<file path="config.mk">
export PLATFORM = sky130hd
export DESIGN_NAME = fsps_sequencer
export DESIGN_NICKNAME = d
export VERILOG_FILES = /design/src/hdl/fsps_pkg.sv /design/src/hdl/fsps_sequencer.sv /design/src/hdl/fsps_page_buffer.sv
export SDC_FILE = /design/constraint.sdc
export NUM_CORES = 1
export LEC_CHECK = 0
export ABC_AREA = 1
export BUFFER_PORTS_ARGS = -buffer_cell sky130_fd_sc_hd__buf_2
export CAP_MARGIN = 20
export CELL_PAD_IN_SITES_DETAIL_PLACEMENT = 1
export CELL_PAD_IN_SITES_GLOBAL_PLACEMENT = 1
export CORE_UTILIZATION = 44
export DETAILED_ROUTE_END_ITERATION = 8
export GPL_ROUTABILITY_DRIVEN = 1
export PLACE_DENSITY_LB_ADDON = 0.08
export SYNTH_ARGS = -nofsm -noshare
export SYNTH_HDL_FRONTEND = slang
export SYNTH_HIERARCHICAL = 1
export SYNTH_SLANG_ARGS = --single-unit
</file>
<file path="constraint.sdc">
create_clock -name clk_sys -period 2.8 [get_ports clk_sys]
set_input_delay 0.28 -clock clk_sys [delete_from_list [all_inputs] [get_ports clk_sys]]
set_output_delay 0.28 -clock clk_sys [all_outputs]
set_load 0.05 [all_outputs]
</file>
<file path="src/hdl/fsps_pkg.sv">
package fsps_pkg;
   // control/status bit positions
   localparam int CSR_CMD_EN_BIT = 0;
   localparam int CSR_PG_ERASE_BIT = 1;
   localparam int CSR_PG_WRITE_BIT = 2;
   localparam int CSR_LOCK_SET_BIT = 3;
   localparam int CSR_REENABLE_BIT = 4;
   localparam int CSR_BUSY_BIT = 6;
   localparam int CSR_IRQ_EN_BIT = 7;
   // command codes in the low five bits
   localparam logic [4:0] CMD_LOAD = 5'h01;
   localparam logic [4:0] CMD_ERASE = 5'h03;
   localparam logic [4:0] CMD_WRITE = 5'h05;
   localparam logic [4:0] CMD_LOCK = 5'h09;
   localparam logic [4:0] CMD_REEN = 5'h11;
   localparam logic [7:0] CSR_RESET = 8'h00;
   localparam logic [15:0] APP_RESET_VECTOR = 16'h0000;
   // arm window in cycles after the control write
   localparam logic [2:0] ARM_WINDOW = 3'h4;
   // programming time in microseconds, and in cycles at CLK_MHZ
   localparam int CLK_MHZ = 10;
   localparam int PROG_MIN_US = 3700;
   localparam int PROG_MAX_US = 4500;
   localparam int PROG_MIN_CYC = PROG_MIN_US * CLK_MHZ;
   localparam int PROG_MAX_CYC = PROG_MAX_US * CLK_MHZ;

   typedef struct packed {
      logic [15:0] z_ptr;
      logic [15:0] data;
   } fsps_spm_req_t;

   typedef struct packed {
      logic erase;
      logic write;
      logic lock;
      logic [15:0] addr;
   } fsps_op_t;
endpackage : fsps_pkg

</file>
<file path="src/hdl/fsps_sequencer.sv">
`timescale 1ns/1ns
`default_nettype none
module fsps_sequencer import fsps_pkg::*; #(
   parameter int WORD_BITS = 6,
   parameter int PAGE_BITS = 8,
   parameter int NO_READ_WHILE_WRITE_AREA_FIRST_PAGE = 224,
   parameter logic [15:0] BOOT_RESET_VECTOR = 16'h3800,
   parameter int PROG_CYCLES = PROG_MIN_CYC + (PROG_MAX_CYC - PROG_MIN_CYC) / 2
) (
   // clock, reset, enable
   input wire logic clk_sys,
   input wire logic rstn,
   input wire logic ce,
   // fuse pin, read-only here
   input wire logic boot_reset_select_fuse,
   // control register write from the core
   input wire logic csr_wr,
   input wire logic [7:0] csr_wdata,
   output logic [7:0] self_program_control_status,
   // store-program instruction
   input wire logic spm_exec,
   input wire fsps_spm_req_t spm_req,
   // program memory byte read
   input wire logic [15:0] lpm_addr,
   output logic lpm_byte_hi,
   output logic [15:0] lpm_word_addr,
   // EEPROM write in progress
   input wire logic eeprom_write,
   // core control
   output logic [15:0] reset_vector,
   output logic cpu_halt,
   output logic rww_read_block,
   output logic spm_irq,
   // flash array side
   output fsps_op_t flash_op,
   output logic flash_strobe,
   output logic [15:0] flash_wdata,
   output logic [WORD_BITS-1:0] flash_widx,
   output logic [(1<<WORD_BITS)-1:0] buf_valid
);
   typedef enum logic [2:0] {
      FS_IDLE = 3'b001,
      FS_ARMED = 3'b010,
      FS_PROG = 3'b100
   } fsps_state_t;

   fsps_state_t state, next_state;
   logic [7:0] csr, next_csr;
   logic [2:0] arm_cnt, next_arm_cnt;
   logic [31:0] prog_cnt, next_prog_cnt;
   fsps_op_t op, next_op;
   logic busy, next_busy;
   logic halt, next_halt;
   logic strobe, next_strobe;
   logic buf_clear, buf_load;
   logic fuse_s1, fuse_s2, ee_s1, ee_s2;
   logic [15:0] next_vector;
   logic [15:0] buf_rd;

   function automatic logic in_no_read_while_write_area(input logic [15:0] z);
      logic [PAGE_BITS-1:0] pg;
      // bit zero picks the byte, so the word field sits one bit up
      pg = z[WORD_BITS + 1 +: PAGE_BITS];
      return 32'(pg) >= NO_READ_WHILE_WRITE_AREA_FIRST_PAGE;
   endfunction : in_no_read_while_write_area

   // fuse and EEPROM write pins pass two flops before use
   always_ff @(posedge clk_sys) begin
      if (!rstn) begin
         fuse_s1 <= 1'b1;
         fuse_s2 <= 1'b1;
         ee_s1 <= 1'b0;
         ee_s2 <= 1'b0;
      end else if (ce) begin
         fuse_s1 <= boot_reset_select_fuse;
         fuse_s2 <= fuse_s1;
         ee_s1 <= eeprom_write;
         ee_s2 <= ee_s1;
      end
   end

   // fuse is only sampled, never driven: no write path exists
   always_comb begin
      next_vector = fuse_s2 ? APP_RESET_VECTOR : BOOT_RESET_VECTOR;
   end

   always_comb begin
      next_state = state;
      next_csr = csr;
      next_arm_cnt = arm_cnt;
      next_prog_cnt = prog_cnt;
      next_op = op;
      next_busy = busy;
      next_halt = halt;
      next_strobe = 1'b0;
      buf_clear = 1'b0;
      buf_load = 1'b0;
      if (ee_s2) begin
         buf_clear = 1'b1;
      end
      case (state)
         FS_IDLE: begin
            // eeprom write blocks arming of flash commands
            if (csr_wr && !ee_s2) begin
               next_csr = {csr_wdata[7], busy, 1'b0, csr_wdata[4:0]};
               if (csr_wdata[CSR_CMD_EN_BIT]) begin
                  next_state = FS_ARMED;
                  next_arm_cnt = ARM_WINDOW;
               end
            end
         end
         FS_ARMED: begin
            if (spm_exec) begin
               next_state = FS_IDLE;
               next_csr[4:0] = 5'h00;
               case (csr[4:0])
                  CMD_LOAD: begin
                     buf_load = !ee_s2;
                  end
                  CMD_ERASE, CMD_WRITE: begin
                     next_op.erase = (csr[4:0] == CMD_ERASE);
                     next_op.write = (csr[4:0] == CMD_WRITE);
                     next_op.lock = 1'b0;
                     // page field only; word bits forced to zero
                     next_op.addr = {spm_req.z_ptr[15:WORD_BITS+1], {(WORD_BITS+1){1'b0}}};
                     next_busy = 1'b1;
                     next_halt = in_no_read_while_write_area(spm_req.z_ptr);
                     next_strobe = 1'b1;
                     next_prog_cnt = 32'(PROG_CYCLES);
                     next_csr[CSR_CMD_EN_BIT] = 1'b1;
                     next_csr[CSR_BUSY_BIT] = 1'b1;
                     next_state = FS_PROG;
                  end
                  CMD_LOCK: begin
                     next_op.erase = 1'b0;
                     next_op.write = 1'b0;
                     next_op.lock = 1'b1;
                     next_op.addr = 16'h0000;
                     next_halt = 1'b0;
                     next_strobe = 1'b1;
                     next_prog_cnt = 32'(PROG_CYCLES);
                     next_csr[CSR_CMD_EN_BIT] = 1'b1;
                     next_state = FS_PROG;
                  end
                  CMD_REEN: begin
                     buf_clear = 1'b1;
                     next_busy = 1'b0;
                     next_csr[CSR_BUSY_BIT] = 1'b0;
                  end
                  default: begin
                  end
               endcase
            end else if (arm_cnt == 3'h1) begin
               next_state = FS_IDLE;
               next_csr[4:0] = 5'h00;
            end else begin
               next_arm_cnt = arm_cnt - 3'h1;
            end
         end
         FS_PROG: begin
            if (csr_wr) begin
               next_csr[CSR_IRQ_EN_BIT] = csr_wdata[CSR_IRQ_EN_BIT];
            end
            if (prog_cnt == 32'h1) begin
               if (op.write) begin
                  buf_clear = 1'b1;
               end
               next_csr[4:0] = 5'h00;
               next_halt = 1'b0;
               next_op = '0;
               next_state = FS_IDLE;
            end else begin
               next_prog_cnt = prog_cnt - 32'h1;
            end
         end
         default: begin
            next_state = FS_IDLE;
         end
      endcase
   end

   always_ff @(posedge clk_sys) begin
      if (!rstn) begin
         state <= FS_IDLE;
         csr <= CSR_RESET;
         arm_cnt <= 3'h0;
         prog_cnt <= 32'h0;
         op <= '0;
         busy <= 1'b0;
         halt <= 1'b0;
         strobe <= 1'b0;
      end else if (ce) begin
         state <= next_state;
         csr <= next_csr;
         arm_cnt <= next_arm_cnt;
         prog_cnt <= next_prog_cnt;
         op <= next_op;
         busy <= next_busy;
         halt <= next_halt;
         strobe <= next_strobe;
      end
   end

   fsps_page_buffer #(.WORD_BITS(WORD_BITS)) u_buf (
      .clk_sys(clk_sys),
      .rstn(rstn),
      .ce(ce),
      .clear(buf_clear),
      .load(buf_load),
      .load_idx(spm_req.z_ptr[WORD_BITS:1]),
      .load_data(spm_req.data),
      .rd_idx(flash_widx),
      .rd_data(buf_rd),
      .valid(buf_valid)
   );

   // registered outputs
   always_ff @(posedge clk_sys) begin
      if (!rstn) begin
         self_program_control_status <= CSR_RESET;
         reset_vector <= APP_RESET_VECTOR;
         cpu_halt <= 1'b0;
         rww_read_block <= 1'b0;
         spm_irq <= 1'b0;
         flash_op <= '0;
         flash_strobe <= 1'b0;
         flash_wdata <= 16'h0000;
         flash_widx <= '0;
         lpm_byte_hi <= 1'b0;
         lpm_word_addr <= 16'h0000;
      end else if (ce) begin
         self_program_control_status <= next_csr;
         reset_vector <= next_vector;
         cpu_halt <= next_halt;
         rww_read_block <= next_busy;
         spm_irq <= next_csr[CSR_IRQ_EN_BIT] && !next_csr[CSR_CMD_EN_BIT];
         flash_op <= next_op;
         flash_strobe <= next_strobe;
         // array walks the buffer while any erase, write or lock op runs in FS_PROG
         flash_widx <= (state == FS_PROG) ? flash_widx + 1'b1 : '0;
         flash_wdata <= buf_rd;
         lpm_byte_hi <= lpm_addr[0];
         lpm_word_addr <= {1'b0, lpm_addr[15:1]};
      end
   end
endmodule : fsps_sequencer
`default_nettype wire

</file>
<file path="src/hdl/fsps_page_buffer.sv">
`timescale 1ns/1ns
`default_nettype none
module fsps_page_buffer import fsps_pkg::*; #(
   parameter int WORD_BITS = 6
) (
   // clock and reset
   input wire logic clk_sys,
   input wire logic rstn,
   input wire logic ce,
   // load and clear
   input wire logic clear,
   input wire logic load,
   input wire logic [WORD_BITS-1:0] load_idx,
   input wire logic [15:0] load_data,
   // read back for the flash array
   input wire logic [WORD_BITS-1:0] rd_idx,
   output logic [15:0] rd_data,
   output logic [(1<<WORD_BITS)-1:0] valid
);
   localparam int DEPTH = 1 << WORD_BITS;
   logic [15:0] mem [DEPTH];
   logic [DEPTH-1:0] next_valid;

   always_comb begin
      next_valid = valid;
      if (clear) begin
         next_valid = '0;
      end else if (load) begin
         next_valid[load_idx] = 1'b1;
      end
   end

   always_ff @(posedge clk_sys) begin
      if (!rstn) begin
         valid <= '0;
      end else if (ce) begin
         valid <= next_valid;
      end
   end

   // storage is not reset; erased entries are masked by valid and read as blank
   always_ff @(posedge clk_sys) begin
      if (ce && load && !clear) begin
         mem[load_idx] <= load_data;
      end
   end

   assign rd_data = valid[rd_idx] ? mem[rd_idx] : 16'hFFFF;
endmodule : fsps_page_buffer
`default_nettype wire

</file>
* Yosys cells after proc, flatten, opt, wreduce, memory -nomap -nowiden
Memory sizes are Yosys's and may differ from the RTL's. A register that Yosys moved wholly into a read port is not among the register bits.
Index checks and enable logic that the tools add are counted.
** Storage, ports and cells
- Flip-flop bits (word level) :: 191
- RAM bits :: 1024
- Input port bits :: 63
- Output and inout bits :: 150
- Memories kept :: 1
** Cells by class
- Add/sub/neg operators :: 3
- $lt $le $gt $ge :: 4
- Equality and inequality tests :: 21
- Mux-type cells :: 61
- Bitwise gates (word level) :: 1
- Reduce and logical (&&, ||, !) cells :: 24
** Memory list
- u_buf.mem :: depth 64, bits a word 16, read ports 1, clocked after Yosys merged registers in 1, write ports 1, line fsps_page_buffer.sv:21 : logic [15:0] mem [DEPTH];
** Operator list (number)
- $mux W64 :: 2
- $mux W32 :: 3
- $pmux W19 S2 :: 2
- $or A64 B64 Y64 :: 1
- $pmux W32 S2 :: 1
- $mux W19 :: 2
- $eq A32 B1 Y1 const B :: 1
- $sub A32 B1 Y32 const B :: 1
- $mux W3 :: 10
- $reduce_and A5 Y1 :: 5
- $mux W1 :: 21
- $mux W6 :: 3
- $mux W16 :: 1
- $ne A2 B2 Y1 const B :: 8
- $mux W5 :: 3
- $pmux W5 S3 :: 1
- $lt A6 B7 Y1 const B :: 2
- $mux W14 :: 1
- $pmux W1 S2 :: 6
- $pmux W3 S3 :: 1
- $ge A8 B8 Y1 const B :: 1
- $mux W8 :: 1
- $reduce_bool A2 Y1 :: 4
- $add A6 B1 Y6 const B :: 1
- 24 further kinds :: 32

* Logic depth before layout (Yosys ltp)
- Depth in word-level cells :: 8
- Gate-level depth with buffers :: 17

* By module
Netlist, hierarchy kept.
** Modules (own cells, without submodules)
- fsps_page_buffer :: times used 1, cells an instance 3945, area each 44547.7 um2, seq. area each 32030.7 um2
- fsps_sequencer :: times used 1, cells an instance 787, area each 5351.4 um2, seq. area each 2082.0 um2

* Worst setup path before layout
No wires, ideal clock.
- Path kind :: reg2reg
- From :: reg, netlist name self_program_control_status[3]
- To :: mem u_buf.mem[12][0] (enable)
- Setup time :: 390 ps
- Data arrival time :: 2662 ps
- Data required time :: 2410 ps
- Path slack :: -252 ps
- Stages on the path, launching flop included :: 10
- Clock period less this slack :: 3052 ps
- Cells stage by stage :: dfxtp_1 inv_1 nand4_1 nor2_1 a311o_1 nor2_1 clkinv_1 nor2_1 inv_1 nor2_1
** RTL lines (line)
- to (decl) :: fsps_page_buffer.sv:21

* Worst setup path after layout
- From :: reg prog_cnt[20]
- To :: reg u_buf.valid[31]
** On the way
- Longest elaborated chain between the ends :: 5
- Elaborated cells on any way between the ends :: 6
- Classes of those cells :: eq/ne: 1; mux: 3; reduce/logical: 2
** RTL lines
- from (decl) :: line fsps_sequencer.sv:50 : logic [31:0] prog_cnt, next_prog_cnt;
- from (signal assigned) :: line fsps_sequencer.sv:196 : prog_cnt <= next_prog_cnt;
- $eq A32 B1 Y1 * :: line fsps_sequencer.sv:164 : if (prog_cnt == 32'h1) begin
- $mux W1 * :: line fsps_sequencer.sv:164
- $pmux W1 S2 * :: line fsps_sequencer.sv:101 : case (state)
- net buf_clear :: line fsps_sequencer.sv:55 : logic buf_clear, buf_load;
- $reduce_bool A2 Y1 (no source line)
- $reduce_and A2 Y1 (no source line)
- to (signal assigned) :: line fsps_page_buffer.sv:37 : valid <= next_valid;
- to (decl) :: line fsps_page_buffer.sv:18 : output logic [(1<<WORD_BITS)-1:0] valid
Mark *: on every way through the listed nets, which the timed path passes. The rest lies on a longest branch.
A chain may end at the register's enable or synchronous reset.

==> results.cfg <==
[outcome]
outcome = finished clean

[power]
p_leak_uw = 0.0227
vdd_drop_max_uv = 527
finalPower_uw = 39400
power_density_nw_per_um2 = 656

[die]
ios = 213
core_area_um2 = 112000
die_area_um2 = 115000
num_rows = 123
initial_core_util = 0.444
die_h_um = 339
die_w_um = 339

[sta]
max_freq_mhz = 371
period_share = 0.962
fin_setup_tns_ns = 0
max_slew.worst_pin.slew_ns = 0.981
slew_violations = 0
finalHoldViolCount = 0
finalSetupViolations = 0
relSlewSlack = 0.346
skew_ns = 0.0275
post-route-min-period_ns = 2.69

[synthesis]
ys_top_cells_by_area = edfxtp_1 62%, nand2_1 12%, nand3_1 9.2%, dfxtp_1 6.7%, nor2_1 2.4%
async_flop_share = 0
ys_types = 44
synth_edf_count = 1024
synth_top_cell_area_share = 0.616
syn_inst = 4732
syn_avg_cell_area_um2 = 10.5
synth_top_area_cell = edfxtp_1
yosys_warnings = 6
syn-cell-area_um2 = 49900
ys_ff_latch = 1192
synth.yosys.seq_area_share = 0.684
synth_ff_type = edfxtp_1

[cells_and_area]
nets = 5190
multiInputGateArea_um2 = 14000
final_cell_mix = 1610 x nand2_1, 1024 x edfxtp_1, 916 x nand3_1
regArea_um2 = 34100
design_area_um2 = 60100
syn2layout_area_growth_pct = 20.4
nFillCells = 12000
final_common_cell = nand2_1
stdcell_count = 6737
layout-drive-gt1-share = 0.156

[place]
dpl.hpwl_um = 105000
dp_cells = 6418
dpl-instance-area_um2 = 54700
portBuffers = 187
gp_congestion = 0.859

[global_route]
grt_max_degree = 65
track_usage = 0.288
grt_pass1_vias = 38300
grt.overflow.total = 0
grt_pass1_wl_um = 246000
antenna_found_initial = 3

[routing]
vias = 37200
wl_per_cell_um = 24.5
drtAntennaViolNets = 0
drt-initial-drc-count = 3079
finalWirelength_um = 165000
drc = 0
vias_per_cell = 5.52
firstDrtPassIters = 5

[clock_tree]
htree_levels = 4
cts_buffer_depth = 3
cts_made_buffers = 135
clk_latency_ns = 0.75
cts.clk_slew.worst_paths_ns = 0.06
cts-root-buf = clkbuf_16
cts_tree = built
cts.sinks = 1192

[critical_path]
critPathCaptureType = register
cp.required_ns = 3.42
worstSetupPathType = register to register
crit_arrival_ns = 3.31
critPathMaxStageDelay_ns = 0.34
crit_path_max_fanout = 8
worstPathCellList = nor2_2 > nand2_2 > nor2_2 > nand3_2 > nor2_4 > a311o_1 > nor2_1 > buf_4 > clkinv_4 > buf_6 > buf_4 > nor2_4 > inv_2 > buf_12 > nor2_4 > buf_6 > buf_16 > a21oi_1 > nor2_1
startpoint_type = register
cp_common_cell = nor2_4
crit_slowest_cell = dfxtp_1

[run]
max_cap_violations = 0

[hold_path]
hp-class = input port to register
[stage by stage]
stage	utilization	setup WS, ns	hold WS (ns)
CTS	0.534	-0.0878	0.0174
floorplan	-	-0.252	0.379
global placement	0.486	-0.288	0.422
detailed placement	0.486	-0.293	0.426
global route	0.534	-0.00415	0.0485
finish	0.534	0.108	0.0525
[cells by family after synthesis]
| logic type | count (synthesis) | synth area share |
|---|---|---|
| AO/OA/AOI/OAI | 180 | 0.0189 |
| other | 1 | 0.0000752 |
| adder cells (fa/ha/maj) | 5 | 0.00125 |
| XOR/XNOR | 16 | 0.00281 |
| AND/OR/NAND/NOR | 2935 | 0.249 |
| buffers and inverters | 403 | 0.0444 |
| flip-flops | 1192 | 0.684 |
[flip-flops by register name (all words and copies together) (netlist names)]
name / count
state: 3
self_program_control_status: 7
arm_cnt: 3
flash_widx: 6
lpm_word_addr: 15
u_buf/mem: 1024
ee_s1: 1
cpu_halt: 1
fuse_s2: 1
u_buf/valid: 64
spm_irq: 1
flash_wdata: 16
reset_vector: 1
ee_s2: 1
lpm_byte_hi: 1
rww_read_block: 1
flash_op: 12
flash_strobe: 1
prog_cnt: 32
fuse_s1: 1
[cell usage after synthesis, types with 9 or more instances]
library cell  number
nand3_1          917
nor3_1            24
nand4_1           18
inv_1             87
buf_2            116
buf_1              9
nor2_1           325
nand2_1         1612
edfxtp_1        1024
o21ai_0           49
buf_6             32
clkbuf_1          68
inv_2              9
a21oi_1          114
buf_4             74
xor2_1            15
dfxtp_1          168
nand3_2           12
nand2_2           11
[worst max-delay path: cells and delay by family, from the launching register on]
kind / cells / cell delay, ns
AOI/OAI and AO/OA: 2 / 0.33
buffers and inverters: 8 / 1.01
DFF: 1 / 0.34
and+or+nand+nor: 9 / 0.86
[timing repair]
action / in CTS / in global routing
endpoints found under the hold margin: 73 / 0
setup endpoints to repair: 854 / 772
hold buffers: 40 / 0
pin swaps: 10 / 6
buffers inserted: 18 / 2
cloned: 10 / 0
gates resized for setup: 69 / 11
[layer usage]
layer | vias to the layer above | share of wire | track usage
li1 | 17000 | - | -
met1 | 18900 | 0.43 | 0.391
met2 | 1042 | 0.48 | 0.475
met3 | 250 | 0.054 | 0.0380
met4 | 2 | 0.031 | 0.0988
met5 | - | 0.000049 | 0
[report_power, final]
| group | total (µW) | leakage, µW | switching, µW | internal (µW) |
|---|---|---|---|---|
| sequential | 19400 | 0.0106 | 54.8 | 19300 |
| combinational | 2860 | 0.0101 | 2110 | 756 |
| clock | 17200 | 0.00208 | 7210 | 9980 |
| total | 39400 | 0.0227 | 9370 | 30100 |
[path summary, 6_finish.rpt]
| path | start | end | slack [ns] | cells past startpoint |
|---|---|---|---|---|
| hold / removal | spm_req[15] | u_buf/mem[50][15]$_DFFE_PP_ | 0.05 | 1 |
| hold reg to reg | fuse_s2$_SDFFE_PN1P_ | reset_vector[12]$_SDFFE_PN0P_ | 0.44 | 1 |
| setup / recovery | prog_cnt[20]$_SDFFE_PN0P_ | u_buf/valid[31]$_SDFFE_PN0P_ | 0.11 | 19 |
| setup reg to reg | prog_cnt[20]$_SDFFE_PN0P_ | u_buf/valid[31]$_SDFFE_PN0P_ | 0.11 | 19 |
[cell type report]
type | count | area share
Sequential cell | 1192 | 0.568
Antenna cell | 2 | 0.0000833
Clock inverter | 63 | 0.00979
Inverter | 102 | 0.00710
Tap cell | 1500 | 0.0312
Multi-Input combinational cell | 3158 | 0.232
Timing Repair Buffer | 533 | 0.0901
Clock buffer | 187 | 0.0612
Power figures use the tool's default switching activity.
